<file path="src/icat_defines.svh">
`ifndef ICAT_DEFINES_SVH
`define ICAT_DEFINES_SVH

// Clock period in picoseconds (250 MHz).
`define ICAT_CLK_PERIOD_PS 4000

// Timing figures in their printed units.
`define ICAT_TEMP_UPDATE_MS       32
`define ICAT_CAL_RUN_US           1
`define ICAT_CAL_CAPTURE_NS       30
`define ICAT_CAL_CAPTURE_MIN_NCK  8
`define ICAT_CAL_DEFAULT_NS       50
`define ICAT_CAL_DEFAULT_MIN_NCK  3

// Derived cycle counts (least times round up, longest round down).
`define ICAT_CAL_RUN_CYC ((`ICAT_CAL_RUN_US * 1000000 + `ICAT_CLK_PERIOD_PS - 1) / `ICAT_CLK_PERIOD_PS)
`define ICAT_CAP_NS_CYC ((`ICAT_CAL_CAPTURE_NS * 1000 + `ICAT_CLK_PERIOD_PS - 1) / `ICAT_CLK_PERIOD_PS)
`define ICAT_CAL_CAPTURE_CYC ((`ICAT_CAP_NS_CYC > `ICAT_CAL_CAPTURE_MIN_NCK) ? `ICAT_CAP_NS_CYC : `ICAT_CAL_CAPTURE_MIN_NCK)
`define ICAT_DEF_NS_CYC ((`ICAT_CAL_DEFAULT_NS * 1000 + `ICAT_CLK_PERIOD_PS - 1) / `ICAT_CLK_PERIOD_PS)
`define ICAT_CAL_DEFAULT_CYC ((`ICAT_DEF_NS_CYC > `ICAT_CAL_DEFAULT_MIN_NCK) ? `ICAT_DEF_NS_CYC : `ICAT_CAL_DEFAULT_MIN_NCK)
`define ICAT_TEMP_UPDATE_CYC (`ICAT_TEMP_UPDATE_MS * 250000)

// Field positions.
`define ICAT_CAL_DEFAULT_BIT   0
`define ICAT_ADDR_TERM_LSB     4
`define ICAT_ADDR_TERM_MSB     6
`define ICAT_CLK_FORCE_BIT     3
`define ICAT_SEL_FORCE_BIT     4
`define ICAT_ADDR_DISABLE_BIT  5

// Reset values.
`define ICAT_TERM_MODE_RESET   8'h00
`define ICAT_OVERRIDE_RESET    8'h00
`define ICAT_CODE_DEFAULT      6'h20

`endif

</file>
<file path="src/icat_pkg.sv">
package icat_pkg;
   // Calibration engine states.
   typedef enum logic [1:0] {
      CAL_IDLE,
      CAL_RUN,
      CAL_DONE
   } icat_cal_state_t;
endpackage : icat_pkg

</file>
<file path="src/icat_interval_timer.sv">
`timescale 1ns/1ns
// Down-counter that raises done once a loaded count has elapsed.
module icat_interval_timer #(
   parameter int WIDTH = 24
) (
   // Clock and reset.
   input  wire logic             clk,
   input  wire logic             rst_n,
   // Control.
   input  wire logic             load,
   input  wire logic [WIDTH-1:0] count,
   // Status.
   output logic                  busy,
   output logic                  done
);
   logic [WIDTH-1:0] cnt_reg;
   logic [WIDTH-1:0] cnt_next;
   logic             done_reg;
   logic             done_next;

   initial begin
      if (WIDTH < 2) $error("icat_interval_timer: WIDTH too small");
   end

   // Reload wins over a running count so a restart always takes full time.
   always_comb begin
      cnt_next  = cnt_reg;
      done_next = 1'b0;
      if (load) begin
         cnt_next = count;
      end else if (cnt_reg != '0) begin
         cnt_next  = cnt_reg - WIDTH'(1);
         done_next = (cnt_reg == WIDTH'(1));
      end
   end

   always_ff @(posedge clk) begin
      if (!rst_n) begin
         cnt_reg  <= '0;
         done_reg <= 1'b0;
      end else begin
         cnt_reg  <= cnt_next;
         done_reg <= done_next;
      end
   end

   assign busy = (cnt_reg != '0);
   assign done = done_reg;
endmodule : icat_interval_timer

</file>
<file path="src/icat_core.sv">
// Operation
// - Temperature status refreshed at least every 32 ms
// - Accept calibration begin and capture commands
// - Calibration runs in background, commands continue
// - Capture loads computed code into drivers
// - Default bit write restores default impedance code
// - Commands execute normally during calibration interval
// - Address termination from bits 6:4, default off
// - Address termination kept in power-down states
// - Strap low leaves address lines unterminated
// - Override bits steer clock, select, address termination; clock and select only with strap low, address only with strap high
// - Strap state unchanged on power-down entry
`include "icat_defines.svh"
`timescale 1ns/1ns
module icat_core
   import icat_pkg::*;
#(
   parameter int CODE_W      = 6,
   parameter int TEMP_CYC    = `ICAT_TEMP_UPDATE_CYC,
   parameter int CAL_RUN_CYC = `ICAT_CAL_RUN_CYC
) (
   // Clock and reset.
   input  wire logic              clk,
   input  wire logic              rst_n,
   // Decoded impedance calibration commands (one-cycle pulses).
   input  wire logic              impedanceCalBegin,
   input  wire logic              impedanceCalCapture,
   // Mode register write port.
   input  wire logic              modeRegWrite,
   input  wire logic [5:0]        modeRegAddr,
   input  wire logic [7:0]        modeRegData,
   // Analog calibration front end.
   input  wire logic [CODE_W-1:0] calComparatorCode,
   input  wire logic [2:0]        tempSensorCode,
   // Strap and power state.
   input  wire logic              terminationStrapPad,
   input  wire logic              powerDown,
   // Driver impedance and calibration status.
   output logic [CODE_W-1:0]      driverCode,
   output logic                   calRunning,
   output logic                   calResultReady,
   output logic                   calDefaultBusy,
   // Termination controls.
   output logic [2:0]             addrTermValue,
   output logic                   addrTermOn,
   output logic                   clockTermOn,
   output logic                   selectTermOn,
   // Temperature status.
   output logic [2:0]             tempStatus,
   output logic                   tempStatusStrobe
);
   localparam logic [5:0] CAL_MODE_ADDR  = 6'h0A;
   localparam logic [5:0] TERM_MODE_ADDR = 6'h0B;
   localparam logic [5:0] OVERRIDE_ADDR  = 6'h16;
   localparam int         TW             = $clog2(CAL_RUN_CYC + 1) + 1;

   initial begin
      if (CODE_W < 2 || CODE_W > 8) $error("icat_core: CODE_W out of range");
      if (CAL_RUN_CYC < 1 || TEMP_CYC < 1) $error("icat_core: counts must be positive");
      if (`ICAT_CAL_CAPTURE_CYC > CAL_RUN_CYC) $error("icat_core: run time too short");
   end

   icat_cal_state_t   calState_reg;
   icat_cal_state_t   calState_next;
   logic [CODE_W-1:0] resultCode_reg;
   logic [CODE_W-1:0] resultCode_next;
   logic [CODE_W-1:0] driverCode_reg;
   logic [CODE_W-1:0] driverCode_next;
   logic [7:0]        termMode_reg;
   logic [7:0]        termMode_next;
   logic [7:0]        override_reg;
   logic [7:0]        override_next;
   logic              strap_reg;
   logic              strap_next;
   logic              strapTaken_reg;
   logic              strapTaken_next;
   logic [2:0]        addrVal_reg;
   logic [2:0]        addrVal_next;
   logic              addrOn_reg;
   logic              addrOn_next;
   logic              clkOn_reg;
   logic              clkOn_next;
   logic              selOn_reg;
   logic              selOn_next;
   logic [2:0]        temp_reg;
   logic [2:0]        temp_next;
   logic              tempStb_reg;
   logic              tempStb_next;
   logic [31:0]       tempCnt_reg;
   logic [31:0]       tempCnt_next;
   logic              runBusy;
   logic              runDone;
   logic              defBusy;
   logic              defaultWrite;
   logic              termModeWrite;
   logic              overrideWrite;

   assign defaultWrite  = modeRegWrite && modeRegAddr == CAL_MODE_ADDR
                          && modeRegData[`ICAT_CAL_DEFAULT_BIT];
   assign termModeWrite = modeRegWrite && modeRegAddr == TERM_MODE_ADDR;
   assign overrideWrite = modeRegWrite && modeRegAddr == OVERRIDE_ADDR;

   icat_interval_timer #(.WIDTH(TW)) runTimer (
      .clk   (clk),
      .rst_n (rst_n),
      .load  (impedanceCalBegin && !powerDown && !defaultWrite),
      .count (TW'(CAL_RUN_CYC)),
      .busy  (runBusy),
      .done  (runDone)
   );

   icat_interval_timer #(.WIDTH(8)) defTimer (
      .clk   (clk),
      .rst_n (rst_n),
      .load  (defaultWrite),
      .count (8'(`ICAT_CAL_DEFAULT_CYC)),
      .busy  (defBusy),
      .done  ()
   );

   // Calibration engine. It never gates the command path, so ordinary
   // commands keep running while the comparator settles.
   // commands never gated
   always_comb begin
      calState_next   = calState_reg;
      resultCode_next = resultCode_reg;
      driverCode_next = driverCode_reg;
      if (impedanceCalBegin && !powerDown) begin
         calState_next = CAL_RUN;
      end else begin
         unique case (calState_reg)
            CAL_IDLE: begin
            end
            CAL_RUN: begin
               if (runDone) begin
                  resultCode_next = calComparatorCode;
                  calState_next   = CAL_DONE;
               end
            end
            CAL_DONE: begin
               if (impedanceCalCapture && !powerDown) begin
                  driverCode_next = resultCode_reg;
                  calState_next   = CAL_IDLE;
               end
            end
         endcase
      end
      if (defaultWrite) begin
         driverCode_next = CODE_W'(`ICAT_CODE_DEFAULT);
         calState_next   = CAL_IDLE;
      end
   end

   always_ff @(posedge clk) begin
      if (!rst_n) begin
         calState_reg   <= CAL_IDLE;
         resultCode_reg <= CODE_W'(`ICAT_CODE_DEFAULT);
         driverCode_reg <= CODE_W'(`ICAT_CODE_DEFAULT);
      end else begin
         calState_reg   <= calState_next;
         resultCode_reg <= resultCode_next;
         driverCode_reg <= driverCode_next;
      end
   end

   // Mode registers and the strap, caught once after reset release.
   always_comb begin
      termMode_next   = termMode_reg;
      override_next   = override_reg;
      strap_next      = strap_reg;
      strapTaken_next = 1'b1;
      if (termModeWrite) termMode_next = modeRegData;
      if (overrideWrite) override_next = modeRegData;
      if (!strapTaken_reg) strap_next = terminationStrapPad;
   end

   always_ff @(posedge clk) begin
      if (!rst_n) begin
         termMode_reg   <= `ICAT_TERM_MODE_RESET;
         override_reg   <= `ICAT_OVERRIDE_RESET;
         strap_reg      <= 1'b0;
         strapTaken_reg <= 1'b0;
      end else begin
         termMode_reg   <= termMode_next;
         override_reg   <= override_next;
         strap_reg      <= strap_next;
         strapTaken_reg <= strapTaken_next;
      end
   end

   // Termination decode. Power-down is deliberately absent from it.
   always_comb begin
      addrVal_next = termMode_reg[`ICAT_ADDR_TERM_MSB:`ICAT_ADDR_TERM_LSB];
      addrOn_next  = 1'b0;
      clkOn_next   = 1'b0;
      selOn_next   = 1'b0;
      if (addrVal_next != 3'b000) begin
         if (strap_reg) begin
            clkOn_next  = 1'b1;
            selOn_next  = 1'b1;
            addrOn_next = !override_reg[`ICAT_ADDR_DISABLE_BIT];
         end else begin
            addrOn_next = 1'b0;
            clkOn_next  = override_reg[`ICAT_CLK_FORCE_BIT];
            selOn_next  = override_reg[`ICAT_SEL_FORCE_BIT];
         end
      end
   end

   always_ff @(posedge clk) begin
      if (!rst_n) begin
         addrVal_reg <= 3'b000;
         addrOn_reg  <= 1'b0;
         clkOn_reg   <= 1'b0;
         selOn_reg   <= 1'b0;
      end else begin
         addrVal_reg <= addrVal_next;
         addrOn_reg  <= addrOn_next;
         clkOn_reg   <= clkOn_next;
         selOn_reg   <= selOn_next;
      end
   end

   // Temperature status refresh; runs in every power state.
   always_comb begin
      temp_next    = temp_reg;
      tempStb_next = 1'b0;
      tempCnt_next = tempCnt_reg + 32'd1;
      if (tempCnt_reg >= 32'(TEMP_CYC - 1)) begin
         tempCnt_next = 32'd0;
         temp_next    = tempSensorCode;
         tempStb_next = 1'b1;
      end
   end

   always_ff @(posedge clk) begin
      if (!rst_n) begin
         temp_reg    <= 3'b000;
         tempStb_reg <= 1'b0;
         tempCnt_reg <= 32'd0;
      end else begin
         temp_reg    <= temp_next;
         tempStb_reg <= tempStb_next;
         tempCnt_reg <= tempCnt_next;
      end
   end

   // Status flags registered so every output leaves a flip-flop.
   logic runBusy_reg;
   logic ready_reg;
   logic defBusy_reg;

   always_ff @(posedge clk) begin
      if (!rst_n) begin
         runBusy_reg <= 1'b0;
         ready_reg   <= 1'b0;
         defBusy_reg <= 1'b0;
      end else begin
         runBusy_reg <= runBusy;
         ready_reg   <= (calState_next == CAL_DONE);
         defBusy_reg <= defBusy;
      end
   end

   assign driverCode       = driverCode_reg;
   assign calRunning       = runBusy_reg;
   assign calResultReady   = ready_reg;
   assign calDefaultBusy   = defBusy_reg;
   assign addrTermValue    = addrVal_reg;
   assign addrTermOn       = addrOn_reg;
   assign clockTermOn      = clkOn_reg;
   assign selectTermOn     = selOn_reg;
   assign tempStatus       = temp_reg;
   assign tempStatusStrobe = tempStb_reg;
endmodule : icat_core

</file>
<file path="config.mk">
export PLATFORM = sky130hd
export DESIGN_NAME = icat_core
export DESIGN_NICKNAME = d
export VERILOG_FILES = /design/src/icat_pkg.sv /design/src/icat_interval_timer.sv /design/src/icat_core.sv
export VERILOG_INCLUDE_DIRS = /design/src /design/src/src
export SDC_FILE = /design/constraint.sdc
export NUM_CORES = 1
export LEC_CHECK = 0
export BUFFER_PORTS_ARGS = -buffer_cell sky130_fd_sc_hd__buf_2
export CORE_ASPECT_RATIO = 0.9
export CORE_MARGIN = 5
export CORE_UTILIZATION = 39
export DETAILED_ROUTE_END_ITERATION = 8
export SLEW_MARGIN = 20
export SYNTH_ARGS = -nofsm -noshare
export SYNTH_HDL_FRONTEND = slang
export SYNTH_SLANG_ARGS = --single-unit
</file>
<file path="constraint.sdc">
create_clock -name clk -period 1.9 [get_ports clk]
set_input_delay 0.19 -clock clk [delete_from_list [all_inputs] [get_ports clk]]
set_output_delay 0.19 -clock clk [all_outputs]
set_load 0.01 [all_outputs]
</file>
==> flow_summary_export.csv <==
group,metric,value,unit
logic_synthesis,multiplexer_share_of_the_synthesized_area,6.90,%
detailed_routing,detail-route-antenna-nets,0,
global_routing,grt_use_total,12.9,%
place,placement.io_buffers,45,
clock_tree,clk_root_buffer_cell,"sky130_fd_sc_hd__clkbuf_8",
clock_tree,h-tree-depth,3,
logic_synthesis,synth.distinct_cells,41,
global_routing,number_of_antenna_violations_at_the_first_check_in_global_routing,0,
clock_tree,cts_num_sinks,85,
cells_and_area,drive_gt1_share,18.4,%
clock_tree,worst_skew_pair.late_latency,0.34,ns
timing,final-max-slew-violation-count,0,
setup_path,r2r_slack,0.15,ns
logic_synthesis,synth.largest_area_cell,"sky130_fd_sc_hd__dfxtp_1",
setup_path,ff2ff_path_depth,7,
die,die_h,97.7,um
logic_synthesis,synth-simple-area-share,26.1,%
logic_synthesis,yosys.cell_count.top_type,"sky130_fd_sc_hd__dfxtp_1",
logic_synthesis,synth_top_family_by_area,"simple AND/OR/NAND/NOR gates",
setup_path,cell_chain_of_the_critical_path,"inv_1 > ha_1 > or3b_4 > nor4b_4 > nor3_1 > a21oi_1 > a21oi_1",
die,die_area,0.0105,mm^2
run_status,status,"finished clean",
clock_tree,post_cts_buffers,0,
logic_synthesis,ys_seq_elements,85,
timing,timing.final.setup_violations,0,
logic_synthesis,synthesis.area,0.00334,mm^2
global_routing,via_count_of_the_first_global_routing_pass,2544,
logic_synthesis,netlist_top_cells_count,"85 x sky130_fd_sc_hd__dfxtp_1, 65 x sky130_fd_sc_hd__nor2_1, 28 x sky130_fd_sc_hd__nand2_1",
setup_path,crit_cells,7,
cells_and_area,finalNetCount,456,
global_routing,global_route_wire_length_before_repair,11000,um
hold_path,hold_path.class,"input port to flop",
logic_synthesis,synth.avg_cell_area,9.40,um^2
power_and_ir_drop,power.density,997,mW/mm^2
setup_path,critical-path-max-stage-delay,0.41,ns
detailed_routing,via_count,2535,
logic_synthesis,synth_enable_flop_cells,0,
clock_tree,number_of_buffers_created_by_cts,9,
timing,tightestPinTransition,0.547,ns
logic_synthesis,async_flop_share,0,%
logic_synthesis,synth_xor_area_share,7.09,%
clock_tree,clock_tree_from_tritoncts,"done",
die,x_dimension_of_the_die,107,um
die,initial_utilization,39.5,%
setup_path,critPathLaunchType,"flop",
cells_and_area,postLayoutCoreUtil,47.1,%
place,dp_hpwl,4590,um
cells_and_area,antenna_cells,0,
logic_synthesis,area_share_of_fa_ha_maj_cells_after_synthesis,2.25,%
setup_path,cp.buffers_inverters,1,
setup_path,setup.worst_path.end_class,"flop",
setup_path,crit_family,"simple AND/OR/NAND/NOR gates",
detailed_routing,dr.pass1.iters,4,
logic_synthesis,synth_compound_area_share,4.20,%
clock_tree,worst_setup_hold_path_clk_slew,0.07,ns
place,finalWeightedCongestion,0.758,
setup_path,cp_data_arrival_time,1.97,ns
cells_and_area,largest_reg_flops,32,
detailed_routing,drt_wirelength,6270,um
logic_synthesis,postSynth.topFlopCell,"sky130_fd_sc_hd__dfxtp_1",
global_routing,globalRouteOverflowTotal,0,
clock_tree,clockBufferDepth,2,
detailed_routing,detail_route.drc_violations,0,
timing,fin_worst_skew,0.00896,ns
logic_synthesis,netlist_top_cells_area,"sky130_fd_sc_hd__dfxtp_1 51%, sky130_fd_sc_hd__nor2_1 7.3%, sky130_fd_sc_hd__mux2i_1 6.9%",
timing,fmax,570,MHz
logic_synthesis,cell_count_after_synthesis,355,
timing,period_share,92.3,%
power_and_ir_drop,total_leakage_power,1.55,nW
global_routing,grt_max_degree,24,
cells_and_area,area_delta_synth_final,19.4,%
setup_path,cpMostUsedCell,"sky130_fd_sc_hd__a21oi_1",
power_and_ir_drop,ir_worst_vdd,0.444,mV
timing,hold_ws,0.0694,ns
setup_path,crit_path_top_delay_cell,"sky130_fd_sc_hd__or3b_4",
cells_and_area,fillerInstances,854,
flow_run,max_cap_viol_count,0,
timing,timing.final.crit_period,1.75,ns
timing,slew-limit-headroom,62.6,%
logic_synthesis,synth_seq_area_share,51.0,%
die,design.core.area,0.00845,mm^2
timing,setup_repair_after_global_routing_missed_its_margin,"true",
power_and_ir_drop,total_power,3.97,mW
detailed_routing,dr_iter_0_viols,50,
hold_path,worstHoldPathCells,3,
timing,hold_viol_final,0,
die,placement_rows,32,
detailed_routing,via_per_inst,4.66,
setup_path,cp.required,2.12,ns
setup_path,crit_path_max_fanout,6,
die,boundaryPins,49,
logic_synthesis,yosys_warnings,0,
logic_synthesis,synthDominantCellAreaShare,51.0,%
setup_path,crit_type,"flop to flop",
detailed_routing,route.detailed.wl_per_inst,11.5,um
-- metal layers --
metal  GRT usage [%]  routed length (um)  vias to the layer above
met5               0                   0                        -
met4            3.50                  48                        0
met3            5.02                 306                        7
met2            19.8                2830                       46
met1            16.9                3080                     1159
li1                -                   -                     1323
-- where the power goes --
part           total [mW]  internal [mW]  switching [mW]
registers            2.03           1.92           0.109
logic               0.765          0.371           0.394
clock network        1.17          0.552           0.623
-- through the flow --
| step | instances | TNS [ns] | worst slack, ns | area, um^2 |
|---|---|---|---|---|
| finish | 544 | 0 | 0.147 | 3980 |
| global route | 544 | -0.0101 | -0.0101 | 3980 |
| CTS | 544 | 0 | 0.0803 | 3970 |
| detailed placement | 528 | 0 | 0.105 | 3780 |
| global placement | 528 | 0 | 0.158 | 3780 |
| floorplan | 363 | 0 | 0.238 | 3370 |
-- cells by family after synthesis --
logic type	count (synthesis)
compound gates	25
xor+xnor	27
fa+ha+maj	6
buf+inv	20
flops	85
mux	23
other cells	1
simple gates	168
-- final timing paths --
| path | from | to |
|---|---|---|
| worst max-delay path | defTimer.cnt_reg[0] | defTimer.cnt_reg[2] |
| worst min-delay path | calComparatorCode[5] | resultCode_reg[5] |
| worst max register to register | defTimer.cnt_reg[0] | defTimer.cnt_reg[2] |
| worst min register to register | override_reg[5] | addrTermOn |
-- cells in the final DEF, fill, tap and decap left out, types with 2 or more instances in the layout --
cell	synthesis	layout
sky130_fd_sc_hd__buf_4	0	7
sky130_fd_sc_hd__nor3_2	2	2
sky130_fd_sc_hd__nand3_1	12	12
sky130_fd_sc_hd__conb_1	1	9
sky130_fd_sc_hd__nor4b_2	1	2
sky130_fd_sc_hd__inv_1	13	13
sky130_fd_sc_hd__nand4_1	8	8
sky130_fd_sc_hd__nor2b_1	2	2
sky130_fd_sc_hd__xnor2_1	10	10
sky130_fd_sc_hd__a31oi_1	2	2
sky130_fd_sc_hd__and4_1	2	2
sky130_fd_sc_hd__xor2_1	17	17
sky130_fd_sc_hd__buf_2	2	45
sky130_fd_sc_hd__o21ai_0	2	2
sky130_fd_sc_hd__and3_1	2	2
sky130_fd_sc_hd__ha_1	6	6
sky130_fd_sc_hd__and2_1	5	5
sky130_fd_sc_hd__dfxtp_1	85	85
sky130_fd_sc_hd__nand2_1	28	28
sky130_fd_sc_hd__nor3b_1	2	2
sky130_fd_sc_hd__nor3_1	16	16
sky130_fd_sc_hd__nor2_1	65	65
sky130_fd_sc_hd__mux2i_1	23	23
sky130_fd_sc_hd__nand2b_1	3	3
sky130_fd_sc_hd__clkbuf_8	0	11
sky130_fd_sc_hd__a21oi_1	17	17
sky130_fd_sc_hd__nand3b_1	2	2
sky130_fd_sc_hd__nand4b_1	2	2
sky130_fd_sc_hd__or3_1	3	3
sky130_fd_sc_hd__nor4_1	3	3
-- final cells by class --
| cell class | instances | area [um^2] | share of cell area, % |
|---|---|---|---|
| clock buffers | 12 | 155 | 3.90 |
| clock inverters | 4 | 30.0 | 0.754 |
| inverters | 13 | 48.8 | 1.23 |
| multi-input cells | 258 | 1600 | 40.2 |
| flip-flops and latches | 85 | 1700 | 42.7 |
| well taps | 119 | 149 | 3.74 |
| repair buffers | 53 | 298 | 7.48 |
-- tightest hold or removal path: cells and delay by family --
| family | cells | cell delay [ns] |
|---|---|---|
| simple gates | 1 | 0.05 |
| buf+inv | 1 | 0.08 |
| mux | 1 | 0.06 |
-- timing repair --
item                                    in CTS  in global routing
gates resized for setup                      0                  2
hold buffers                                 0                  0
endpoints found under the setup margin       0                  3
Power figures use the tool's default switching activity.
